$ cat src/verilog/pist_pkg.sv
// Functional notes
// - Summary bit 15 shows power-state group pending
// - Summary bit 12 shows on-button group pending
// - Summary bit 7 shows power-path group pending
// - Summary bit 6 shows current-sink group pending
// - Summary bit 5 shows real-time-clock group pending
// - Summary bit 4 shows config-memory group pending
// - Summary bit 2 shows charger group pending
// - Summary bit 1 shows high-current group pending
// - Bits 14,13,11,8,0 carry remaining group summaries
// - Flags sticky; write one clears, zero keeps
// - Status one bits 15..13 set on rise
// - On-button and thermal change flags: both edges
// - Watchdog, data-ready, tick, alarm set on rise
// - Comparator flags follow programmed trigger direction
// - Battery hot/cold/fail/overvoltage/end set on rise
// - Charge timeout, mode, start set on rise
// - Current-sink flags set on rise
// - Command done/fail flags set on rise
// - Power-on-reset flag set on rise
// - Sleep-or-off entry flag set on rise
// - On-state entry flag set on rise
// - All mask bits reset to one, masked
package pist_pkg;

    localparam int unsigned DATA_W = 32;
    localparam int unsigned REG_W = 16;

    // Register indices; the byte address is four times the index
    localparam logic [15:0] IDX_SUMMARY = 16'h4010;
    localparam logic [15:0] IDX_STATUS_ONE = 16'h4011;
    localparam logic [15:0] IDX_STATUS_TWO = 16'h4012;
    localparam logic [15:0] IDX_STATUS_THREE = 16'h4013;
    localparam logic [15:0] IDX_SYS_MASK = 16'h4018;
    localparam logic [15:0] IDX_MASK_ONE = 16'h4019;
    localparam logic [15:0] IDX_MASK_TWO = 16'h401a;
    localparam logic [15:0] IDX_MASK_THREE = 16'h401b;
    localparam logic [15:0] IDX_CMP_DIR = 16'h4020;

    localparam logic [31:0] ADDR_SUMMARY = {14'h0000, IDX_SUMMARY, 2'b00};
    localparam logic [31:0] ADDR_STATUS_ONE = {14'h0000, IDX_STATUS_ONE, 2'b00};
    localparam logic [31:0] ADDR_STATUS_TWO = {14'h0000, IDX_STATUS_TWO, 2'b00};
    localparam logic [31:0] ADDR_STATUS_THREE =
        {14'h0000, IDX_STATUS_THREE, 2'b00};
    localparam logic [31:0] ADDR_SYS_MASK = {14'h0000, IDX_SYS_MASK, 2'b00};
    localparam logic [31:0] ADDR_MASK_ONE = {14'h0000, IDX_MASK_ONE, 2'b00};
    localparam logic [31:0] ADDR_MASK_TWO = {14'h0000, IDX_MASK_TWO, 2'b00};
    localparam logic [31:0] ADDR_MASK_THREE =
        {14'h0000, IDX_MASK_THREE, 2'b00};
    localparam logic [31:0] ADDR_CMP_DIR = {14'h0000, IDX_CMP_DIR, 2'b00};

    // Summary bit positions
    localparam int unsigned SUM_POWER_STATE = 15;
    localparam int unsigned SUM_THERMAL = 14;
    localparam int unsigned SUM_GENERAL_PIN = 13;
    localparam int unsigned SUM_ON_BUTTON = 12;
    localparam int unsigned SUM_WATCHDOG = 11;
    localparam int unsigned SUM_AUX_CONVERTER = 8;
    localparam int unsigned SUM_POWER_PATH = 7;
    localparam int unsigned SUM_SINK = 6;
    localparam int unsigned SUM_RTC = 5;
    localparam int unsigned SUM_CONFIG_MEM = 4;
    localparam int unsigned SUM_CHARGER = 2;
    localparam int unsigned SUM_HIGH_CURRENT = 1;
    localparam int unsigned SUM_UNDERVOLTAGE = 0;

    // Group membership of status one flags
    localparam logic [15:0] GRP_POWER_PATH = 16'he000;
    localparam logic [15:0] GRP_ON_BUTTON = 16'h1000;
    localparam logic [15:0] GRP_WATCHDOG = 16'h0800;
    localparam logic [15:0] GRP_AUX_CONVERTER = 16'h01f0;
    localparam logic [15:0] GRP_RTC = 16'h000c;
    localparam logic [15:0] GRP_THERMAL = 16'h0002;
    // Group membership of status two flags
    localparam logic [15:0] GRP_CHARGER = 16'hff00;
    localparam logic [15:0] GRP_SINK = 16'h00c0;
    localparam logic [15:0] GRP_CONFIG_MEM = 16'h0030;
    localparam logic [15:0] GRP_POWER_STATE = 16'h0007;
    // Group membership of status three flags
    localparam logic [15:0] GRP_UNDERVOLTAGE = 16'h03ff;

    // Trigger kinds in status one
    localparam logic [15:0] ONE_RISE = 16'he90c;
    localparam logic [15:0] ONE_BOTH = 16'h1002;
    localparam int unsigned CMP_LSB = 4;
    localparam int unsigned CMP_NUM = 4;
    // Implemented flags; other bits read zero
    localparam logic [15:0] TWO_USED = 16'hfff7;
    localparam logic [15:0] THREE_USED = 16'h03ff;
    localparam int unsigned THREE_W = 10;

    // Values after reset
    localparam logic [15:0] FLAG_RST = 16'h0000;
    localparam logic [15:0] MASK_RST = 16'hffff;
    localparam logic [3:0] CMP_DIR_RST = 4'hf;

endpackage : pist_pkg

$ cat src/verilog/pist_interrupt_status.sv
module pist_interrupt_status #(
    parameter int unsigned ADDR_W = 32
) (
    // Clock and reset
    input wire logic pclk,
    input wire logic presetn,
    // APB slave
    input wire logic [ADDR_W-1:0] paddr,
    input wire logic psel,
    input wire logic penable,
    input wire logic pwrite,
    input wire logic [31:0] pwdata,
    input wire logic [3:0] pstrb,
    output logic [31:0] prdata,
    output logic pready,
    output logic pslverr,
    // Raw event levels from the detectors, asynchronous
    input wire logic [15:0] event_one_raw,
    input wire logic [15:0] event_two_raw,
    input wire logic [9:0] event_three_raw,
    // Pending levels of groups kept elsewhere, same clock
    input wire logic general_pin_pending,
    input wire logic high_current_pending,
    // Masked interrupt request
    output logic irq
);

    typedef struct packed {
        logic [2:0][15:0] sync1;
        logic [2:0][15:0] sync2;
        logic [2:0][15:0] prev;
        logic [2:0][15:0] flag;
        logic [2:0][15:0] ev_mask;
        logic [15:0] sys_mask;
        logic [3:0] cmp_dir;
        logic [15:0] summary;
        logic [31:0] prdata;
        logic pready;
        logic pslverr;
        logic irq;
    } pist_state_t;

    pist_state_t s_r;
    pist_state_t s_nxt;

    function automatic logic [15:0] pist_group_or(
        input logic [15:0] one,
        input logic [15:0] two,
        input logic [15:0] three,
        input logic gp,
        input logic hc
    );
        logic [15:0] g;
        g = 16'h0000;
        g[pist_pkg::SUM_POWER_STATE] =
            |(two & pist_pkg::GRP_POWER_STATE);
        g[pist_pkg::SUM_ON_BUTTON] = |(one & pist_pkg::GRP_ON_BUTTON);
        g[pist_pkg::SUM_POWER_PATH] = |(one & pist_pkg::GRP_POWER_PATH);
        g[pist_pkg::SUM_SINK] = |(two & pist_pkg::GRP_SINK);
        g[pist_pkg::SUM_RTC] = |(one & pist_pkg::GRP_RTC);
        g[pist_pkg::SUM_CONFIG_MEM] = |(two & pist_pkg::GRP_CONFIG_MEM);
        g[pist_pkg::SUM_CHARGER] = |(two & pist_pkg::GRP_CHARGER);
        g[pist_pkg::SUM_HIGH_CURRENT] = hc;
        g[pist_pkg::SUM_THERMAL] = |(one & pist_pkg::GRP_THERMAL);
        g[pist_pkg::SUM_GENERAL_PIN] = gp;
        g[pist_pkg::SUM_WATCHDOG] = |(one & pist_pkg::GRP_WATCHDOG);
        g[pist_pkg::SUM_AUX_CONVERTER] =
            |(one & pist_pkg::GRP_AUX_CONVERTER);
        g[pist_pkg::SUM_UNDERVOLTAGE] =
            |(three & pist_pkg::GRP_UNDERVOLTAGE);
        return g;
    endfunction : pist_group_or

    logic [2:0][15:0] rise;
    logic [2:0][15:0] fall;
    logic [2:0][15:0] set;
    logic [2:0][15:0] clr;
    logic [2:0][15:0] live;
    logic [15:0] lane;
    logic [15:0] wbits;
    logic [15:0] rd;
    logic [31:0] addr;
    logic setup;
    logic wr;
    logic hit;

    always_comb begin
        s_nxt = s_r;
        rise = '0;
        fall = '0;
        set = '0;
        clr = '0;
        live = '0;
        rd = 16'h0000;
        hit = 1'b0;
        addr = 32'(paddr);
        lane = {{8{pstrb[1]}}, {8{pstrb[0]}}};
        wbits = pwdata[15:0] & lane;
        setup = psel && !penable;
        // The access edge is the one where pready was already high
        wr = psel && penable && pwrite && s_r.pready;

        // Two stages before any logic sees a detector level
        s_nxt.sync1[0] = event_one_raw;
        s_nxt.sync1[1] = event_two_raw;
        s_nxt.sync1[2] = {{(16 - pist_pkg::THREE_W){1'b0}}, event_three_raw};
        s_nxt.sync2 = s_r.sync1;
        s_nxt.prev = s_r.sync2;
        for (int k = 0; k < 3; k++) begin
            rise[k] = s_r.sync2[k] & ~s_r.prev[k];
            fall[k] = ~s_r.sync2[k] & s_r.prev[k];
        end

        set[0] = rise[0] & pist_pkg::ONE_RISE;
        set[0] = set[0] | ((rise[0] | fall[0]) & pist_pkg::ONE_BOTH);
        for (int i = 0; i < pist_pkg::CMP_NUM; i++) begin
            // Direction one: level went above threshold; zero: below
            set[0][pist_pkg::CMP_LSB + i] = s_r.cmp_dir[i]
                ? rise[0][pist_pkg::CMP_LSB + i]
                : fall[0][pist_pkg::CMP_LSB + i];
        end
        set[1] = rise[1] & pist_pkg::TWO_USED;
        set[2] = rise[2] & pist_pkg::THREE_USED;

        if (wr) begin
            if (addr == pist_pkg::ADDR_STATUS_ONE) begin
                clr[0] = wbits;
            end else if (addr == pist_pkg::ADDR_STATUS_TWO) begin
                clr[1] = wbits;
            end else if (addr == pist_pkg::ADDR_STATUS_THREE) begin
                clr[2] = wbits;
            end else if (addr == pist_pkg::ADDR_SYS_MASK) begin
                s_nxt.sys_mask = (s_r.sys_mask & ~lane) | wbits;
            end else if (addr == pist_pkg::ADDR_MASK_ONE) begin
                s_nxt.ev_mask[0] = (s_r.ev_mask[0] & ~lane) | wbits;
            end else if (addr == pist_pkg::ADDR_MASK_TWO) begin
                s_nxt.ev_mask[1] = (s_r.ev_mask[1] & ~lane) | wbits;
            end else if (addr == pist_pkg::ADDR_MASK_THREE) begin
                s_nxt.ev_mask[2] = (s_r.ev_mask[2] & ~lane) | wbits;
            end else if (addr == pist_pkg::ADDR_CMP_DIR && pstrb[0]) begin
                s_nxt.cmp_dir = pwdata[3:0];
            end
        end

        // A new event in the clearing cycle survives the clear
        for (int k = 0; k < 3; k++) begin
            s_nxt.flag[k] = (s_r.flag[k] & ~clr[k]) | set[k];
            live[k] = s_r.flag[k] & ~s_r.ev_mask[k];
        end

        s_nxt.summary = pist_group_or(s_r.flag[0], s_r.flag[1], s_r.flag[2],
            general_pin_pending, high_current_pending);
        s_nxt.irq = |(pist_group_or(live[0], live[1], live[2],
            general_pin_pending, high_current_pending)
            & ~s_r.sys_mask);

        // Answer is prepared in setup so the access needs no wait state
        if (addr[1:0] != 2'b00) begin
            hit = 1'b0;
        end else if (addr == pist_pkg::ADDR_SUMMARY) begin
            rd = s_r.summary;
            hit = 1'b1;
        end else if (addr == pist_pkg::ADDR_STATUS_ONE) begin
            rd = s_r.flag[0];
            hit = 1'b1;
        end else if (addr == pist_pkg::ADDR_STATUS_TWO) begin
            rd = s_r.flag[1];
            hit = 1'b1;
        end else if (addr == pist_pkg::ADDR_STATUS_THREE) begin
            rd = s_r.flag[2];
            hit = 1'b1;
        end else if (addr == pist_pkg::ADDR_SYS_MASK) begin
            rd = s_r.sys_mask;
            hit = 1'b1;
        end else if (addr == pist_pkg::ADDR_MASK_ONE) begin
            rd = s_r.ev_mask[0];
            hit = 1'b1;
        end else if (addr == pist_pkg::ADDR_MASK_TWO) begin
            rd = s_r.ev_mask[1];
            hit = 1'b1;
        end else if (addr == pist_pkg::ADDR_MASK_THREE) begin
            rd = s_r.ev_mask[2];
            hit = 1'b1;
        end else if (addr == pist_pkg::ADDR_CMP_DIR) begin
            rd = {12'h000, s_r.cmp_dir};
            hit = 1'b1;
        end
        s_nxt.pready = setup;
        s_nxt.pslverr = setup && !hit;
        s_nxt.prdata = (setup && !pwrite) ? {16'h0000, rd} : 32'h0000_0000;
    end

    always_ff @(posedge pclk or negedge presetn) begin
        if (!presetn) begin
            s_r.sync1 <= '0;
            s_r.sync2 <= '0;
            s_r.prev <= '0;
            s_r.flag <= {3{pist_pkg::FLAG_RST}};
            s_r.ev_mask <= {3{pist_pkg::MASK_RST}};
            s_r.sys_mask <= pist_pkg::MASK_RST;
            s_r.cmp_dir <= pist_pkg::CMP_DIR_RST;
            s_r.summary <= 16'h0000;
            s_r.prdata <= 32'h0000_0000;
            s_r.pready <= 1'b0;
            s_r.pslverr <= 1'b0;
            s_r.irq <= 1'b0;
        end else begin
            s_r <= s_nxt;
        end
    end

    assign prdata = s_r.prdata;
    assign pready = s_r.pready;
    assign pslverr = s_r.pslverr;
    assign irq = s_r.irq;

endmodule : pist_interrupt_status

$ cat config.mk
export PLATFORM = sky130hd
export DESIGN_NAME = pist_interrupt_status
export DESIGN_NICKNAME = d
export VERILOG_FILES = /design/src/verilog/pist_pkg.sv /design/src/verilog/pist_interrupt_status.sv
export SDC_FILE = /design/constraint.sdc
export NUM_CORES = 1
export LEC_CHECK = 0
export ABC_AREA = 1
export BUFFER_PORTS_ARGS = -buffer_cell sky130_fd_sc_hd__clkbuf_2
export CORE_MARGIN = 3
export CORE_UTILIZATION = 55
export DETAILED_ROUTE_END_ITERATION = 10
export GPL_ROUTABILITY_DRIVEN = 0
export PLACE_DENSITY = 0.8
export SLEW_MARGIN = 25
export SYNTH_ARGS = -nofsm -noshare
export SYNTH_HDL_FRONTEND = slang
export SYNTH_SLANG_ARGS = --single-unit
$ cat constraint.sdc
create_clock -name pclk -period 2.6 [get_ports pclk]
set_input_delay 0.13 -clock pclk [delete_from_list [all_inputs] [get_ports pclk]]
set_output_delay 0.13 -clock pclk [all_outputs]
set_load 0.02 [all_outputs]
**After elaboration in Yosys (flattened, before gate mapping)**

Cells that the tools add are included.

- Bits in registers: 274
- Input bits: 117
- Output and inout port bits: 35

- Equality and inequality tests: 9
- Mux-type cells: 31
- Bitwise operators: 44
- Reductions and logical operators: 33

Operators by type and width:

| operator | number |
|---|---|
| equality test 32 x 17 -> 1 bit (second input constant) | 9 |
| two-way mux 16 bit | 14 |
| bitwise AND 16 bit | 13 |
| inverter 16 bit | 9 |
| OR 16 bit | 6 |
| two-way mux 48 bit | 1 |
| two-way mux 32 bit | 1 |
| bitwise AND 10 bit | 2 |
| inverter 10 bit | 2 |
| OR reduction 10 bit | 2 |
| OR 16 x 10 -> 16 bit | 1 |
| OR 16 x 13 -> 16 bit | 1 |
| OR reduction 16 bit | 1 |
| OR reduction 8 bit | 2 |
| two-way mux 1 bit | 14 |
| bitwise AND 13 bit | 1 |
| inverter 13 bit | 1 |
| OR 13 bit | 1 |
| OR reduction 2 bit | 6 |
| OR reduction 3 bit | 4 |
| OR reduction 5 bit | 2 |
| AND reduction 9 bit | 1 |
| AND reduction 8 bit | 1 |
| logical AND 1 bit | 7 |
| other kinds (7) | 15 |

**Longest topological paths before layout**

- Depth after elaboration: 13
- Depth in mapped cells: 15
- Mapped depth without buffers: 15

**Least setup slack after synthesis**

Ideal clock, no wire load.

- Path kind: input to register
- Start point: input port paddr[15]
- End point: register prdata[13] (netlist name)
- Data arrival time: 1.468 ns
- Required time: 2.474 ns
- Setup slack: 1.005 ns
- Stages on the path: 13
- Path through: nor2_1 -> nand2_1 -> nor2_4 -> nand2_2 -> nor2_4 -> nand2_2 -> clkinv_2 -> nand2_2 -> buf_6 -> buf_6 -> o21ai_1 -> o21bai_2 -> a21oi_2

RTL lines:

| item | RTL line | text |
|---|---|---|
| start, declared | pist_interrupt_status.sv:8 | `input wire logic [ADDR_W-1:0] paddr,` |

==> impl_results.rst <==
.. list-table::
   :header-rows: 1

   * - Metric
     - Value
   * - Run status
     - complete, no violations
   * - Capturing element type of the critical path
     - register
   * - Fraction of layout cells with a size suffix above 1
     - 0.219
   * - Top area cells in the synthesized netlist
     - sky130_fd_sc_hd__dfrtp_1 (46%), sky130_fd_sc_hd__dfstp_2 (17%), sky130_fd_sc_hd__o21ai_0 (7.9%), sky130_fd_sc_hd__nand2_1 (6.3%), sky130_fd_sc_hd__inv_1 (5.5%)
   * - X dimension of the die
     - 145 um
   * - Setup tns final
     - 0 ns
   * - Tcrit/Tclk final
     - 0.862
   * - Grt ovf
     - 0
   * - Reg power frac
     - 0.509
   * - Worst-path maximum fanout
     - 16
   * - Iteration-0 DRC Markers
     - between 800 and 900
   * - DRT Pass-1 Iters
     - 6
   * - Leading cell type by number of instances after synthesis
     - sky130_fd_sc_hd__dfrtp_1
   * - Area share of the largest cell type after synthesis
     - 0.458
   * - Total routed wirelength
     - 26600 um
   * - Wire length on met1
     - between 10000 and 15000 um
   * - Sequential share of the synthesized area
     - 0.626
   * - Post-Syn Instances
     - roughly 1100
   * - Simple-gate share of the synthesized area
     - 0.129
   * - Clock Root Buffer
     - sky130_fd_sc_hd__clkbuf_16
   * - Number of placement rows
     - 50
   * - Leakage power figure
     - 5.90 nW
   * - Count of maximum capacitance violations
     - 0
   * - Worst path arrival time
     - about 2.7 ns
   * - Multiplexer fraction of the synthesized cell area
     - 0
   * - Largest net degree at the start of global routing
     - 87
   * - Final Critical Period
     - roughly 2.2 ns
   * - H-Tree Depth
     - 1
   * - Vias in the first global route
     - about 8000
   * - Area delta synth->final
     - 20.7%
   * - Met3 Wirelength
     - about 2600 um
   * - Part of the power in combinational logic
     - 0.042
   * - Area of the multi-input gates
     - around 3000 sq um
   * - Number of synthesized flops with an enable pin
     - 0
   * - Routed met2 length
     - ~12000 um
   * - Clock group share of total power
     - 0.449
   * - Diode insertion count for antenna repair
     - 0
   * - Number of antenna violations at the first check in global routing
     - 0
   * - Critical path required time
     - between 3 and 4 ns
   * - Worst setup skew after layout
     - approximately 0.0086 ns
   * - Number of distinct standard cells referenced by the synthesized netlist
     - 44
   * - Cell internal pwr
     - roughly 0.0065 W
   * - Yosys warnings
     - 0
   * - Die span in y
     - about 140 um
   * - Post-synthesis cell area
     - between 10000 and 15000 sq um
   * - Endpoint of the worst-slack reg-to-reg timing path
     - s_r[145]
   * - Via-to-Cell Ratio
     - between 5 and 6
   * - Dominant synthesized flop cell
     - sky130_fd_sc_hd__dfrtp_1
   * - Area enclosed by the die boundary
     - roughly 21000 sq um
   * - Final Hold Vio Count
     - 0
   * - Synthesized-area fraction occupied by adder cells
     - 0
   * - Post-synthesis async set-or-reset flop share
     - 1.00
   * - Depth of the most critical reg-to-reg path
     - 7
   * - Avg Synthesized Cell Area
     - 9.83 sq um
   * - NetSw
     - between 0.0015 and 0.002 W
   * - Startpoint-to-endpoint class of the critical path
     - in -> reg
   * - Global router's overall resource usage
     - 0.255
   * - Number of fill cells in the layout
     - 1360
   * - Worst slew margin
     - 0.559
   * - Clk sinks
     - around 260
   * - Worst setup startpoint
     - paddr[0]
   * - First-pass GRT wire length
     - 41800 um
   * - Inserted Clock Buffers
     - 25
   * - Setup Viol. Count Final
     - 0
   * - Remaining antenna violation count after routing
     - 0
   * - Area fraction in compound gates after synthesis
     - 0.148
   * - Crit start category
     - input pin
   * - Placed instance area
     - around 11000 sq um
   * - Top layer used by detailed routing
     - met4
   * - TritonCTS clock tree
     - done
   * - Clk pin slew, worst setup/hold paths
     - 0.06 ns
   * - Path category of the worst min-delay check
     - in -> reg
   * - Combinational family with the most area after synthesis
     - compound AO/OA/AOI/OAI gates
   * - Final routed DRC violation total
     - 0
   * - Standard cell core area
     - 18800 sq um
   * - Average wire per standard cell
     - ~17 um
   * - Gates resized, CTS repair
     - 0
   * - Via count
     - 8351
   * - Pins over their slew limit
     - 0
   * - Sum of net half-perimeters after detailed placement
     - about 18000 um
   * - Initial core utilization
     - 0.563
   * - Fin nets
     - between 1000 and 1500
   * - Cell accounting for the most synthesized area
     - sky130_fd_sc_hd__dfrtp_1
   * - Synthesized flop and latch total
     - 262
   * - R2r setup slk
     - 0.76 ns
   * - Slew of the pin with the lowest slew margin
     - roughly 0.66 ns
   * - Port Buf Inserts
     - between 100 and 150
   * - PD cells
     - 646 nW/um^2
   * - Worst R2R Start
     - pready
   * - Top-level I/O count
     - roughly 150
   * - Reg area
     - approximately 6600 sq um
   * - Design area
     - between 10000 and 15000 sq um
   * - Fraction of power spent switching nets
     - 0.209
   * - Most common library cells after synthesis
     - sky130_fd_sc_hd__dfrtp_1 (194), sky130_fd_sc_hd__nand2_1 (177), sky130_fd_sc_hd__o21ai_0 (167)
   * - Unrepaired setup endpoints after global routing
     - no
   * - Fmax
     - around 450 MHz
   * - Latest clock arrival within the worst-skew pair
     - approximately 0.52 ns
   * - Peak ir drop on the vdd network
     - about 0.0006 V
   * - Xor and xnor area share after synthesis
     - 0.00165
   * - Maximum clock insertion buffer count
     - 3
## metal layers
metal / global-route usage / vias up
li1: - / 3802
met1: 0.354 / 3981
met2: 0.408 / 478
met3: 0.0453 / 90
met4: 0.0972 / 0
met5: 0 / -
## how the worst min path moves through the flow
stage | cells after the start | startpoint | endpoint
after floorplan | 0 | presetn | irq
after global placement | 1 | presetn | prdata[15]
after detailed placement | 1 | presetn | prdata[15]
after CTS | 3 | pstrb[1] | register
after global routing | 3 | pstrb[0] | register
final | 3 | pstrb[1] | register
## area by class of cell
| type | count | area share |
|---|---|---|
| Sequential cell | 262 | 0.519 |
| Multi-Input combinational cell | 615 | 0.236 |
| Timing Repair Buffer | 196 | 0.108 |
| Clock buffer | 31 | 0.0522 |
| Inverter | 158 | 0.0464 |
| Tap cell | 260 | 0.0254 |
| Clock inverter | 14 | 0.0136 |
## cell families (layout without fill, tap and decap cells)
| group | Yosys count | after routing |
|---|---|---|
| and+or+nand+nor | 315 | 315 |
| other | 1 | 16 |
| AOI/OAI and AO/OA | 282 | 282 |
| DFF | 262 | 262 |
| buffers and inverters | 217 | 399 |
| xor gates and xnor gates | 2 | 2 |
## power groups by stage
stage	combinational, W	sequential (W)	clock, W
global placement	0.000267	0.00427	0
global route	0.000389	0.00422	0.00395
CTS	0.000345	0.00421	0.00376
finish	0.000344	0.00421	0.00371
detailed placement	0.000272	0.00428	0
floorplan	0.0000915	0.00427	0
## through the flow
step	std cells	util	setup slack, ns	hold WS, ns	total power (W)
floorplan	1094	-	1.01	-0.166	0.00436
global placement	1430	0.602	0.476	0.183	0.00454
detailed placement	1430	0.602	0.351	0.185	0.00455
CTS	1536	0.680	0.443	0.104	0.00831
global route	1536	0.680	0.233	0.143	0.00856
finish	1536	0.680	0.358	0.111	0.00826
## timing repair
action,CTS,global route
buffers inserted,0,0
hold endpoints to repair,155,0
hold buffers,61,0
endpoints found under the setup margin,0,0
## critical path, stage by stage
cell,delay (ns)
sky130_fd_sc_hd__dlygate4sd3_1,0.54
sky130_fd_sc_hd__clkbuf_2,0.11
sky130_fd_sc_hd__nor2_2,0.16
sky130_fd_sc_hd__nand2_1,0.19
sky130_fd_sc_hd__nor2_1,0.25
sky130_fd_sc_hd__nand2_2,0.27
sky130_fd_sc_hd__inv_2,0.36
sky130_fd_sc_hd__nand3_2,0.36
sky130_fd_sc_hd__nand2_1,0.19
sky130_fd_sc_hd__o21ai_0,0.11
## cell usage in the layout, fill, tap and decap left out, drive strengths merged, types with 2 or more instances in the layout
cell         count
nand2          188
conb            16
nor2            82
o21a             3
nor4             9
dfrtp          194
dfstp           68
clkinvlp         2
dlygate4sd3     61
nor3b            3
a21oi           35
o21bai           6
inv            156
buf             23
o211ai           7
o221ai          11
o22ai           13
nor3             6
xnor2            2
nand3           19
clkinv          10
o21ai          202
bufinv           4
clkbuf         143
nand4            7
No activity file was read; power rests on OpenSTA's default activity.
